===== src/pkg/nbx_pkg.sv =====
package nbx_pkg;

	// datapath widths
	localparam int NIB_W   = 4;
	localparam int X_W     = 2;
	localparam int PC_W    = 6;
	localparam int PAGE_W  = 4;
	localparam int BLOCK_W = 2;
	localparam int RAM_AW  = X_W + NIB_W;
	localparam int STACK_D = 3;

	// reset values
	localparam logic [NIB_W-1:0]   RST_NIB   = 4'h0;
	localparam logic [X_W-1:0]     RST_X     = 2'h0;
	localparam logic [PAGE_W-1:0]  RST_PAGE  = 4'h0;
	localparam logic [BLOCK_W-1:0] RST_BLOCK = 2'h0;
	localparam logic               RST_FLAG  = 1'h1;

	// field positions of the instruction byte
	localparam int F4_HI = 7;
	localparam int F4_LO = 6;
	localparam int F3_HI = 7;
	localparam int F3_LO = 4;
	localparam int F2_HI = 7;
	localparam int F2_LO = 2;

	// format iv prefixes (bits 7:6), operand 6 bits
	localparam logic [1:0] OP4_JUMP = 2'h2;
	localparam logic [1:0] OP4_CALL = 2'h3;
	// format iii prefixes (bits 7:4), operand 4 bits
	localparam logic [3:0] OP3_LOAD_Y     = 4'h4;
	localparam logic [3:0] OP3_STORE_STEP = 4'h5;
	localparam logic [3:0] OP3_SET_PAGE   = 4'h6;
	// format ii prefixes (bits 7:2), operand 2 bits, bits 7 and 6 zero
	localparam logic [5:0] OP2_LOAD_X  = 6'h08;
	localparam logic [5:0] OP2_SET_BIT = 6'h09;
	localparam logic [5:0] OP2_CLR_BIT = 6'h0a;
	localparam logic [5:0] OP2_TST_BIT = 6'h0b;
	// format i full opcodes
	localparam logic [7:0] OP1_COPY_Y_TO_ACC   = 8'h00;
	localparam logic [7:0] OP1_COPY_ACC_TO_Y   = 8'h01;
	localparam logic [7:0] OP1_CLEAR_ACC       = 8'h02;
	localparam logic [7:0] OP1_STORE_ACC       = 8'h03;
	localparam logic [7:0] OP1_STORE_ACC_STEP  = 8'h04;
	localparam logic [7:0] OP1_LOAD_Y_FROM_RAM = 8'h05;
	localparam logic [7:0] OP1_LOAD_ACC_RAM    = 8'h06;
	localparam logic [7:0] OP1_SWAP_ACC_RAM    = 8'h07;
	localparam logic [7:0] OP1_RETURN          = 8'h08;
	localparam logic [7:0] OP1_SET_BLOCK_Y     = 8'h09;
	localparam logic [7:0] OP1_TABLE_READ      = 8'h0a;

	// full rom address: block, page, word
	typedef struct packed {
		logic [BLOCK_W-1:0] block;
		logic [PAGE_W-1:0]  page;
		logic [PC_W-1:0]    pc;
	} nbx_addr_t;

	typedef enum logic [4:0] {
		OP_NOP            = 5'b00000,
		OP_COPY_Y_TO_ACC  = 5'b00001,
		OP_COPY_ACC_TO_Y  = 5'b00010,
		OP_CLEAR_ACC      = 5'b00011,
		OP_STORE_ACC      = 5'b00100,
		OP_STORE_ACC_STEP = 5'b00101,
		OP_LOAD_Y_RAM     = 5'b00110,
		OP_LOAD_ACC_RAM   = 5'b00111,
		OP_SWAP_ACC_RAM   = 5'b01000,
		OP_LOAD_Y_CONST   = 5'b01001,
		OP_STORE_CONST    = 5'b01010,
		OP_LOAD_X_CONST   = 5'b01011,
		OP_SET_RAM_BIT    = 5'b01100,
		OP_CLEAR_RAM_BIT  = 5'b01101,
		OP_TEST_RAM_BIT   = 5'b01110,
		OP_COND_JUMP      = 5'b01111,
		OP_COND_CALL      = 5'b10000,
		OP_RETURN         = 5'b10001,
		OP_SET_PAGE       = 5'b10010,
		OP_SET_BLOCK      = 5'b10011,
		OP_TABLE_READ     = 5'b10100
	} nbx_op_t;

	typedef enum logic [0:0] {
		PH_RUN   = 1'b0,
		PH_TABLE = 1'b1
	} nbx_state_t;

endpackage : nbx_pkg


===== src/logic/nbx_pc_step.sv =====
// pseudo-random word counter: xnor feedback so the all-zero reset word
// is a legal member of the sequence (all-ones is the locked state)
module nbx_pc_step #(
	parameter int W = 6
) (
	input  wire logic [W-1:0] pc,
	output logic      [W-1:0] pc_next
);

	assign pc_next = {pc[W-2:0], ~(pc[W-1] ^ pc[W-2])};

endmodule : nbx_pc_step


===== src/logic/nbx_core.sv =====
module nbx_core #(
	parameter int STACK_DEPTH = nbx_pkg::STACK_D
) (
	input  wire logic                  clk,
	input  wire logic                  rst,
	input  wire logic [7:0]            rom_data,
	output nbx_pkg::nbx_addr_t         rom_addr,
	output logic [nbx_pkg::NIB_W-1:0]  acc,
	output logic [nbx_pkg::NIB_W-1:0]  y_reg,
	output logic [nbx_pkg::X_W-1:0]    x_reg,
	output logic                       condition_flag,
	output logic [nbx_pkg::PAGE_W-1:0] current_page_reg,
	output logic [nbx_pkg::BLOCK_W-1:0] current_block,
	output logic [nbx_pkg::PAGE_W-1:0] next_page_latch,
	output logic [nbx_pkg::BLOCK_W-1:0] next_block_latch
);

	nbx_pkg::nbx_state_t          state_q;
	nbx_pkg::nbx_addr_t           fetch_q;
	nbx_pkg::nbx_addr_t           tbl_addr_q;
	nbx_pkg::nbx_addr_t           return_stack [STACK_DEPTH];
	nbx_pkg::nbx_addr_t           push_entry;
	nbx_pkg::nbx_op_t             op;
	logic [nbx_pkg::NIB_W-1:0]    acc_q;
	logic [nbx_pkg::NIB_W-1:0]    y_q;
	logic [nbx_pkg::X_W-1:0]      x_q;
	logic                         flag_q;
	logic [nbx_pkg::PAGE_W-1:0]   page_latch_q;
	logic [nbx_pkg::BLOCK_W-1:0]  block_latch_q;
	logic [nbx_pkg::NIB_W-1:0]    mem_q [2**nbx_pkg::RAM_AW];
	logic                         run;
	logic [nbx_pkg::PC_W-1:0]     pc_next;
	logic [nbx_pkg::RAM_AW-1:0]   ram_addr;
	logic [nbx_pkg::NIB_W-1:0]    ram_rd;
	logic [1:0]                   bit_sel;
	logic [nbx_pkg::NIB_W-1:0]    imm4;
	logic [nbx_pkg::PC_W-1:0]     imm6;
	logic                         call_taken;
	logic                         do_return;

	// the word counter steps through the pseudo-random sequence
	nbx_pc_step #(
		.W (nbx_pkg::PC_W)
	) i_nbx_pc_step (
		.pc      (fetch_q.pc),
		.pc_next (pc_next)
	);

	// operand fields and ram port, ram indexed by x then y
	assign run        = (state_q == nbx_pkg::PH_RUN);
	assign ram_addr   = {x_q, y_q};
	assign ram_rd     = mem_q[ram_addr];
	assign bit_sel    = rom_data[1:0];
	assign imm4       = rom_data[3:0];
	assign imm6       = rom_data[5:0];
	assign call_taken = (op == nbx_pkg::OP_COND_CALL) && flag_q;
	assign do_return  = (op == nbx_pkg::OP_RETURN);
	assign push_entry = '{block: fetch_q.block, page: fetch_q.page, pc: pc_next};

	// opcode decode; the second cycle of a table read decodes to no-op
	always_comb begin
		op = nbx_pkg::OP_NOP;
		if (!run) begin
			op = nbx_pkg::OP_NOP;
		end else if (rom_data[nbx_pkg::F4_HI:nbx_pkg::F4_LO] == nbx_pkg::OP4_JUMP) begin
			op = nbx_pkg::OP_COND_JUMP;
		end else if (rom_data[nbx_pkg::F4_HI:nbx_pkg::F4_LO] == nbx_pkg::OP4_CALL) begin
			op = nbx_pkg::OP_COND_CALL;
		end else if (rom_data[nbx_pkg::F3_HI:nbx_pkg::F3_LO] == nbx_pkg::OP3_LOAD_Y) begin
			op = nbx_pkg::OP_LOAD_Y_CONST;
		end else if (rom_data[nbx_pkg::F3_HI:nbx_pkg::F3_LO] == nbx_pkg::OP3_STORE_STEP) begin
			op = nbx_pkg::OP_STORE_CONST;
		end else if (rom_data[nbx_pkg::F3_HI:nbx_pkg::F3_LO] == nbx_pkg::OP3_SET_PAGE) begin
			op = nbx_pkg::OP_SET_PAGE;
		end else if (rom_data[nbx_pkg::F2_HI:nbx_pkg::F2_LO] == nbx_pkg::OP2_LOAD_X) begin
			op = nbx_pkg::OP_LOAD_X_CONST;
		end else if (rom_data[nbx_pkg::F2_HI:nbx_pkg::F2_LO] == nbx_pkg::OP2_SET_BIT) begin
			op = nbx_pkg::OP_SET_RAM_BIT;
		end else if (rom_data[nbx_pkg::F2_HI:nbx_pkg::F2_LO] == nbx_pkg::OP2_CLR_BIT) begin
			op = nbx_pkg::OP_CLEAR_RAM_BIT;
		end else if (rom_data[nbx_pkg::F2_HI:nbx_pkg::F2_LO] == nbx_pkg::OP2_TST_BIT) begin
			op = nbx_pkg::OP_TEST_RAM_BIT;
		end else begin
			case (rom_data)
				nbx_pkg::OP1_COPY_Y_TO_ACC:   op = nbx_pkg::OP_COPY_Y_TO_ACC;
				nbx_pkg::OP1_COPY_ACC_TO_Y:   op = nbx_pkg::OP_COPY_ACC_TO_Y;
				nbx_pkg::OP1_CLEAR_ACC:       op = nbx_pkg::OP_CLEAR_ACC;
				nbx_pkg::OP1_STORE_ACC:       op = nbx_pkg::OP_STORE_ACC;
				nbx_pkg::OP1_STORE_ACC_STEP:  op = nbx_pkg::OP_STORE_ACC_STEP;
				nbx_pkg::OP1_LOAD_Y_FROM_RAM: op = nbx_pkg::OP_LOAD_Y_RAM;
				nbx_pkg::OP1_LOAD_ACC_RAM:    op = nbx_pkg::OP_LOAD_ACC_RAM;
				nbx_pkg::OP1_SWAP_ACC_RAM:    op = nbx_pkg::OP_SWAP_ACC_RAM;
				nbx_pkg::OP1_RETURN:          op = nbx_pkg::OP_RETURN;
				nbx_pkg::OP1_SET_BLOCK_Y:     op = nbx_pkg::OP_SET_BLOCK;
				nbx_pkg::OP1_TABLE_READ:      op = nbx_pkg::OP_TABLE_READ;
				default:                      op = nbx_pkg::OP_NOP;
			endcase
		end
	end

	// accumulator and y; table read lands here in its second cycle
	always_ff @(posedge clk or posedge rst) begin
		if (rst) begin
			acc_q <= nbx_pkg::RST_NIB;
			y_q   <= nbx_pkg::RST_NIB;
		end else if (!run) begin
			acc_q <= rom_data[7:4];
			y_q   <= rom_data[3:0];
		end else begin
			case (op)
				nbx_pkg::OP_COPY_Y_TO_ACC:  acc_q <= y_q;
				nbx_pkg::OP_COPY_ACC_TO_Y:  y_q <= acc_q;
				nbx_pkg::OP_CLEAR_ACC:      acc_q <= nbx_pkg::RST_NIB;
				nbx_pkg::OP_STORE_ACC_STEP: y_q <= y_q + 4'h1;
				nbx_pkg::OP_STORE_CONST:    y_q <= y_q + 4'h1;
				nbx_pkg::OP_LOAD_Y_RAM:     y_q <= ram_rd;
				nbx_pkg::OP_LOAD_ACC_RAM:   acc_q <= ram_rd;
				nbx_pkg::OP_SWAP_ACC_RAM:   acc_q <= ram_rd;
				nbx_pkg::OP_LOAD_Y_CONST:   y_q <= imm4;
				default: begin
				end
			endcase
		end
	end

	// ram page index
	always_ff @(posedge clk or posedge rst) begin
		if (rst) begin
			x_q <= nbx_pkg::RST_X;
		end else if (op == nbx_pkg::OP_LOAD_X_CONST) begin
			x_q <= bit_sel;
		end
	end

	// condition flag: every instruction here sets it except the bit test;
	// undefined opcodes leave it alone so they behave as no-ops
	always_ff @(posedge clk or posedge rst) begin
		if (rst) begin
			flag_q <= nbx_pkg::RST_FLAG;
		end else if (!run) begin
			flag_q <= 1'b1;
		end else begin
			case (op)
				nbx_pkg::OP_TEST_RAM_BIT: flag_q <= ram_rd[bit_sel];
				nbx_pkg::OP_NOP:          flag_q <= flag_q;
				default:                  flag_q <= 1'b1;
			endcase
		end
	end

	// nibble ram; not reset, so software must write a word before reading it
	always_ff @(posedge clk) begin
		case (op)
			nbx_pkg::OP_STORE_ACC:      mem_q[ram_addr] <= acc_q;
			nbx_pkg::OP_STORE_ACC_STEP: mem_q[ram_addr] <= acc_q;
			nbx_pkg::OP_SWAP_ACC_RAM:   mem_q[ram_addr] <= acc_q;
			nbx_pkg::OP_STORE_CONST:    mem_q[ram_addr] <= imm4;
			nbx_pkg::OP_SET_RAM_BIT:    mem_q[ram_addr][bit_sel] <= 1'b1;
			nbx_pkg::OP_CLEAR_RAM_BIT:  mem_q[ram_addr][bit_sel] <= 1'b0;
			default: begin
			end
		endcase
	end

	// fetch address and latches; latches are only touched by their own
	// loads and by return, so a transfer stays in page by default
	always_ff @(posedge clk or posedge rst) begin
		if (rst) begin
			fetch_q       <= '{block: nbx_pkg::RST_BLOCK, page: nbx_pkg::RST_PAGE, pc: '0};
			page_latch_q  <= nbx_pkg::RST_PAGE;
			block_latch_q <= nbx_pkg::RST_BLOCK;
		end else if (run) begin
			fetch_q.pc <= pc_next;
			case (op)
				nbx_pkg::OP_COND_JUMP, nbx_pkg::OP_COND_CALL: begin
					if (flag_q) begin
						fetch_q <= '{block: block_latch_q, page: page_latch_q, pc: imm6};
					end
				end
				nbx_pkg::OP_RETURN: begin
					fetch_q       <= return_stack[0];
					page_latch_q  <= return_stack[0].page;
					block_latch_q <= return_stack[0].block;
				end
				nbx_pkg::OP_SET_PAGE:  page_latch_q <= imm4;
				nbx_pkg::OP_SET_BLOCK: block_latch_q <= y_q[nbx_pkg::BLOCK_W-1:0];
				default: begin
				end
			endcase
		end
	end

	// return stack, one process per level; untaken calls never push
	for (genvar i = 0; i < STACK_DEPTH; i++) begin : g_stack
		always_ff @(posedge clk or posedge rst) begin
			if (rst) begin
				return_stack[i] <= '0;
			end else if (call_taken) begin
				if (i == 0) begin
					return_stack[i] <= push_entry;
				end else begin
					return_stack[i] <= return_stack[(i > 0) ? i - 1 : 0];
				end
			end else if (do_return) begin
				if (i < STACK_DEPTH - 1) begin
					return_stack[i] <= return_stack[(i < STACK_DEPTH - 1) ? i + 1 : i];
				end
			end
		end
	end

	// table read takes two cycles: the rom is shared with fetch
	always_ff @(posedge clk or posedge rst) begin
		if (rst) begin
			state_q    <= nbx_pkg::PH_RUN;
			tbl_addr_q <= '0;
		end else begin
			case (state_q)
				nbx_pkg::PH_RUN: begin
					if (op == nbx_pkg::OP_TABLE_READ) begin
						state_q    <= nbx_pkg::PH_TABLE;
						tbl_addr_q <= {2'h0, x_q, acc_q, y_q};
					end
				end
				nbx_pkg::PH_TABLE: state_q <= nbx_pkg::PH_RUN;
				default:           state_q <= nbx_pkg::PH_RUN;
			endcase
		end
	end

	// outputs straight from the registers, except rom_addr: tbl_addr_q in a table read, else fetch_q
	assign rom_addr         = (state_q == nbx_pkg::PH_TABLE) ? tbl_addr_q : fetch_q;
	assign acc              = acc_q;
	assign y_reg            = y_q;
	assign x_reg            = x_q;
	assign condition_flag   = flag_q;
	assign current_page_reg = fetch_q.page;
	assign current_block    = fetch_q.block;
	assign next_page_latch  = page_latch_q;
	assign next_block_latch = block_latch_q;
endmodule : nbx_core


===== config.mk =====
export PLATFORM = sky130hd
export DESIGN_NAME = nbx_core
export DESIGN_NICKNAME = d
export VERILOG_FILES = /design/src/pkg/nbx_pkg.sv /design/src/logic/nbx_pc_step.sv /design/src/logic/nbx_core.sv
export SDC_FILE = /design/constraint.sdc
export NUM_CORES = 1
export LEC_CHECK = 0
export ABC_AREA = 0
export BUFFER_PORTS_ARGS = -buffer_cell sky130_fd_sc_hd__buf_2
export CAP_MARGIN = 15
export CORE_ASPECT_RATIO = 1.2
export CORE_MARGIN = 8
export CORE_UTILIZATION = 35
export DETAILED_ROUTE_END_ITERATION = 8
export MAX_ROUTING_LAYER = met4
export PLACE_DENSITY = 0.55
export SYNTH_ARGS = -nofsm -noshare
export SYNTH_HDL_FRONTEND = slang
export SYNTH_SLANG_ARGS = --single-unit

===== constraint.sdc =====
create_clock -name clk -period 9.1 [get_ports clk]
set_clock_uncertainty 0.1 [all_clocks]
set_input_delay 0.91 -clock clk [delete_from_list [all_inputs] [get_ports clk]]
set_output_delay 0.91 -clock clk [all_outputs]
set_load 0.05 [all_outputs]

## After elaboration in Yosys (flattened, before gate mapping)

Memories as Yosys holds them, arrays and structs flattened.
Cells that the tools add are included.

| operators by class | value |
|---|---|
| reduce and logical (&&, ||, !) cells | 17 |
| $add $sub $neg | 1 |
| muxes and demuxes | 55 |
| magnitude comparators | 2 |
| bitwise logic cells | 14 |
| eq/ne operators | 31 |

Operator list:

| kind | count |
|---|---|
| two-way mux 12 bit | 6 |
| two-way mux 5 bit | 11 |
| equality test 5 x 4 -> 1 bit (second input constant) | 8 |
| two-way mux 4 bit | 7 |
| equality test 5 bit (second input constant) | 5 |
| equality test 6 x 4 -> 1 bit (second input constant) | 4 |
| one-hot mux 12 bit (2 select lines) | 1 |
| two-way mux 1 bit | 22 |
| equality test 5 x 3 -> 1 bit (second input constant) | 4 |
| one-hot mux 4 bit (4 select lines) | 1 |
| equality test 4 x 3 -> 1 bit (second input constant) | 3 |
| one-hot mux 4 bit (3 select lines) | 1 |
| OR 1 bit | 11 |
| equality test 5 x 2 -> 1 bit (second input constant) | 2 |
| one-hot mux 4 bit (2 select lines) | 1 |
| nonzero test 2 bit | 4 |
| AND reduction 2 bit | 3 |
| OR reduction 2 bit | 3 |
| equality test 5 x 1 -> 1 bit (second input constant) | 1 |
| zero test 5 bit | 1 |
| nonzero test 5 bit | 1 |
| adder 4 x 1 -> 4 bit (second input constant) | 1 |
| equality test 2 bit (second input constant) | 2 |
| zero test 4 bit | 1 |
| 12 further kinds | 16 |

| storage, ports and cells | value |
|---|---|
| memories kept | 2 |
| input bits | 10 |
| memory bits (writable) | 256 |
| output and inout port bits | 35 |
| flip-flop bits (word level) | 76 |
| word-level logic and storage cells | 143 |
| ROM bits | 80 |

Memories:

| memory | words | width | read ports | clocked after Yosys merged registers in | write ports | line | text |
|---|---|---|---|---|---|---|---|
| mem_q | 64 | 4 | 1 | 0 | 1 | nbx_core.sv:30 | `logic [nbx_pkg::NIB_W-1:0] mem_q [2**nbx_pkg::RAM_AW];` |
| (no name shown) | 16 | 5 | 1 | 0 | 0 | nbx_core.sv:84 | `case (rom_data)` |

## Logic depth before layout (Yosys ltp)

| depth | value |
|---|---|
| word-level depth | 20 |
| depth in mapped cells | 13 |
| gate-level depth less buffers | 10 |

## Modules after synthesis

From an unflattened synthesis, not the netlist that was laid out.

| second synthesis, totals | value |
|---|---|
| cell total of the unflattened synthesis | 1394 |
| area, all modules | 15884.0 um^2 |

By module, submodules not included:

| module | area each (um^2) | instances | seq. area each (um^2) | cells each |
|---|---|---|---|---|
| nbx_core | 15837.7 | 1 | 9590.4 | 1388 |
| nbx_pc_step | 46.3 | 1 | 0.0 | 6 |

## Least setup slack after synthesis

Ideal clock, no wire load.

| timing | value |
|---|---|
| path kind | input -> register |
| start | input port rom_data[0] |
| end | memory mem_q[0][0] (netlist bit) (data pin) |
| cell stages on the path | 9 |
| library setup time | 564 ps |
| required time | 8436 ps |
| data arrival time | 4300 ps |
| path buffers | 1 |
| path slack | 4136 ps |
| cells stage by stage | buf_2 > inv_1 > ha_1 > nor2b_1 > o21ai_2 > a221oi_4 > nor3b_4 > nand3_1 > a22oi_1 |

| on the way | value |
|---|---|
| longest elaborated chain between the ends | 19 |
| elaborated cells on any way between the ends | 33 |
| classes of those cells | order compare: 2; eq/ne: 4; mux: 25; reduce/logical: 1; memory: 1 |

RTL lines:

| element | line | text |
|---|---|---|
| from (decl) | nbx_core.sv:6 | `input wire logic [7:0] rom_data,` |
| memory (16 x 5 bit) | - |  |
| two-way mux 5 bit | nbx_core.sv:84 |  |
| two-way mux 5 bit | nbx_core.sv:81 | `end else if (rom_data[nbx_pkg::F2_HI:nbx_pkg::F2_LO] == nbx_pkg::OP2_TST_BIT) begin` |
| two-way mux 5 bit | nbx_core.sv:79 | `end else if (rom_data[nbx_pkg::F2_HI:nbx_pkg::F2_LO] == nbx_pkg::OP2_CLR_BIT) begin` |
| two-way mux 5 bit | nbx_core.sv:77 | `end else if (rom_data[nbx_pkg::F2_HI:nbx_pkg::F2_LO] == nbx_pkg::OP2_SET_BIT) begin` |
| two-way mux 5 bit | nbx_core.sv:75 | `end else if (rom_data[nbx_pkg::F2_HI:nbx_pkg::F2_LO] == nbx_pkg::OP2_LOAD_X) begin` |
| two-way mux 5 bit | nbx_core.sv:73 | `end else if (rom_data[nbx_pkg::F3_HI:nbx_pkg::F3_LO] == nbx_pkg::OP3_SET_PAGE) begin` |
| two-way mux 5 bit | nbx_core.sv:71 | `end else if (rom_data[nbx_pkg::F3_HI:nbx_pkg::F3_LO] == nbx_pkg::OP3_STORE_STEP) begin` |
| [... 2 more ...] | - |  |
| two-way mux 5 bit | nbx_core.sv:65 | `end else if (rom_data[nbx_pkg::F4_HI:nbx_pkg::F4_LO] == nbx_pkg::OP4_JUMP) begin` |
| two-way mux 5 bit | nbx_core.sv:63 | `if (!run) begin` |
| equality test 5 x 4 -> 1 bit | nbx_core.sv:153 | `case (op)` |
| two-way mux 1 bit | nbx_core.sv:153 |  |
| two-way mux 1 bit (not written as such) | nbx_core.sv:156 | `nbx_pkg::OP_SWAP_ACC_RAM: mem_q[ram_addr] <= acc_q;` |
| two-way mux 4 bit (no source line) (2 in a row) | - |  |
| two-way mux 1 bit (no source line) | - |  |
| two-way mux 1 bit (no source line) (*) | - |  |
| to (decl) | nbx_core.sv:30 |  |

Mark *: on every way between the ends. The rest lies on a longest branch, timed or not.

## Worst setup path in the final report

| timing | value |
|---|---|
| start | register y_q (netlist bit y_reg[2]) |
| end | register acc_q (netlist bit acc[1]) |

| on the way | value |
|---|---|
| longest elaborated chain between the ends | 3 |

RTL lines:

| element | line | text |
|---|---|---|
| from (decl) | nbx_core.sv:25 | `logic [nbx_pkg::NIB_W-1:0] y_q;` |
| from (signal assigned) | nbx_core.sv:105 | `y_q <= nbx_pkg::RST_NIB;` |
| from (signal assigned) | nbx_core.sv:108 | `y_q <= rom_data[3:0];` |
| from (signal assigned) | nbx_core.sv:112 | `nbx_pkg::OP_COPY_ACC_TO_Y: y_q <= acc_q;` |
| memory (64 x 4 bit) | - |  |
| one-hot mux 4 bit (3 select lines) | nbx_core.sv:110 | `case (op)` |
| two-way mux 4 bit | nbx_core.sv:106 | `end else if (!run) begin` |
| to (signal assigned) | nbx_core.sv:107 | `acc_q <= rom_data[7:4];` |
| to (signal assigned) | nbx_core.sv:111 | `nbx_pkg::OP_COPY_Y_TO_ACC: acc_q <= y_q;` |
| to (signal assigned) | nbx_core.sv:113 | `nbx_pkg::OP_CLEAR_ACC: acc_q <= nbx_pkg::RST_NIB;` |
| to (decl) | nbx_core.sv:24 | `logic [nbx_pkg::NIB_W-1:0] acc_q;` |

No other way between the ends.
A chain may end at the register's enable or synchronous reset.

==> results.py <==
metrics = {
    "run_status": {
        "outcome": "finished, final reports clean",
    },
    "cells_and_area": {
        "final_common_cell": "nor2_1",
        "largest_reg_flops": 256,
        "largestRegisters": "mem_q x256, return_stack x36, tbl_addr_q x10",
        "nNetsFinal": 1357,
        "syn_to_final_growth_pct": 12.1,
        "fin_util_pct": 39.4,
        "final_cell_mix": "nor2_1 (290), edfxtp_1 (256), nand2_1 (137)",
        "diodes": 0,
        "top_register": "mem_q",
        "drive_gt1_share_pct": 15.5,
    },
    "pwr": {
        "ir_drop_v": 0.000183,
        "power_w": 0.00561,
        "powerDensity_mw_per_mm2": 320,
        "p_leak_nw": 6.08,
    },
    "synth": {
        "synth_top_cell_area_share_pct": 49.0,
        "netlist_top_cells_area": "edfxtp_1 (49%), dfrtp_1 (12%), nor2_1 (6.9%)",
        "synth_ff_type": "edfxtp_1",
        "netlist_instances": 1334,
        "synth_edf_count": 256,
        "synth_top_cell_by_area": "edfxtp_1",
        "ys_warn_count": 0,
        "syn_area_per_cell_um2": 11.8,
        "synth-seq-cells": 332,
        "synth_fp_nets": 1350,
        "synth_cell_types": 77,
        "async_flop_share_pct": 22.9,
        "synth_area_mm2": 0.0157,
        "seq_area_frac_synth_pct": 61.2,
    },
    "die": {
        "die_h_um": 248,
        "rows": 85,
        "pin_count": 45,
        "start_util_pct": 35.2,
        "core_area_mm2": 0.0446,
        "die_area_mm2": 0.0518,
        "dieWidth_um": 209,
    },
    "placement": {
        "portBuffers": 44,
        "hpwl_um": 28100,
        "gp_congestion": 0.862,
    },
    "cts": {
        "cts_sinks": 332,
        "h-tree-depth": 2,
        "cts_resized": 0,
        "clk_root_buffer_cell": "clkbuf_16",
        "hold_buffers": 0,
        "postCtsSetupBuffers": 0,
        "cts_buffer_depth": 3,
        "clk_pin_slew_ns": 0.06,
        "clk_latency_ns": 0.54,
        "cts_made_buffers": 37,
        "cts_tree": "yes",
    },
    "timing": {
        "hold_viol": 0,
        "maxSlewViolCount": 0,
        "rsz0062_at_grt": "no",
        "slew_headroom_pct": 26.1,
        "tightest_slew_ns": 1.11,
        "final.setup.tns_ns": 0,
        "fmax_mhz": 239,
        "setup_viol": 0,
        "period_needed_ns": 4.18,
        "fin_crit_sh_pct": 46.0,
    },
    "critical_path": {
        "r2r_slack_ns": 4.92,
        "crit_arrival_ns": 4.49,
        "worstSetupEndpointType": "flip-flop",
        "critPathKind": "reg -> reg",
        "critPathRequiredTime_ns": 9.41,
        "cp_max_fo": 48,
        "startpoint_type": "flip-flop",
    },
    "routing": {
        "via_per_inst": 5.63,
        "drt-total-wl_um": 44800,
        "dr.pass1.iters": 5,
        "drc": 0,
        "vias": 10900,
        "wl_per_cell_um": 23.2,
        "drt_iter0_drc": 984,
        "ant_nets": 0,
    },
    "global_route": {
        "grt_usage_pct": 17.6,
        "grt_pass1_wl_um": 68800,
        "globalRoute.totalOverflow": 0,
        "antenna_found_initial": 0,
        "grt_pass1_vias": 10900,
        "grt_start_max_net_pins": 65,
    },
    "job": {
        "cap_viol_max_count": 0,
    },
    "hold_path": {
        "hold_class": "in -> async",
    },
}
[report_power, final]
| group | leakage (nW) | switching (W) | internal, W | total [W] |
|---|---|---|---|---|
| Combinational | 2.21 | 0.00135 | 0.000590 | 0.00194 |
| Clock | 0.571 | 0.000593 | 0.000875 | 0.00147 |
| Sequential | 3.30 | 0.000237 | 0.00197 | 0.00221 |
[kinds of logic after synthesis]
kind of cell | after synthesis | share of synthesized area [%]
AND/OR/NAND/NOR | 520 | 14.3
flip-flops | 332 | 61.2
AO/OA/AOI/OAI | 232 | 11.1
buffers and inverters | 120 | 3.66
multiplexers | 120 | 9.07
adder cells (fa/ha/maj) | 6 | 0.479
XOR/XNOR | 4 | 0.224
[per-layer routing]
layer / global-route usage, % / up-vias / wire length [um]
li1: - / 4902 / -
met1: 22.0 / 5469 / 18700
met2: 28.8 / 416 / 21700
met3: 2.69 / 99 / 2860
met4: 6.68 / 0 / 1590
met5: - / - / 0
[per-stage QoR]
stage	hold slack, ns	setup slack, ns	cells	cell area [um^2]
finish	0.354	4.92	1932	17600
global route	0.404	4.69	1932	17600
CTS	0.372	4.97	1932	17600
detailed placement	0.372	4.58	1867	16400
global placement	0.377	4.58	1867	16400
floorplan	0.344	4.14	1334	15700
[Yosys cell counts (all sizes together) (3+ instances only)]
library cell  instances
a21oi                26
dfrtp                75
mux2                 46
a221o                13
nand2               137
o211a                 3
mux2i                61
a22o                  8
ha                    6
and3                 10
nor3                  7
nor3b                11
mux4                 13
a2bb2oi               6
nand4                 4
clkinv                3
xnor2                 3
edfxtp              256
nor2                291
a211o                 3
nor2b                 9
nand3                18
o22ai                11
a211oi                7
nand2b                7
and3b                 7
a22oi                44
o211ai                4
clkbuf               31
a31oi                11
nand3b                3
buf                  72
inv                  14
o21ai                44
a221oi               26
and2                  5
o31ai                 4
[worst paths after layout]
path	startpoint	cells past startpoint	to
worst max-delay path	y_reg[2]	9	acc[1]
worst min-delay path	rst	2	return_stack[1]
worst max register to register	y_reg[2]	9	acc[1]
worst min register to register	tbl_addr_q[1]	2	tbl_addr_q[1]
max in group asynchronous	rst	3	tbl_addr_q[9]
min in group clk	tbl_addr_q[1]	2	tbl_addr_q[1]
[critical path, stage by stage, from the launching register on]
cell and delay (ns):
dfrtp_4 0.81, buf_4 0.66, clkinv_1 0.50, a21oi_1 0.26
a211oi_1 0.07, a211o_1 0.30, a2111oi_1 0.75, nand2_1 0.15
a221oi_1 0.29, o31ai_1 0.12
[layout make-up]
type,instances,area [um^2]
tap,565,707
timing repair buffer,71,423
inverter,17,65.1
multi-input combinational,882,5600
sequential,332,9600
clock buffer,49,1020
fill,4277,27000
clock inverter,16,156
Note: power is estimated with default switching activity, not from simulation.
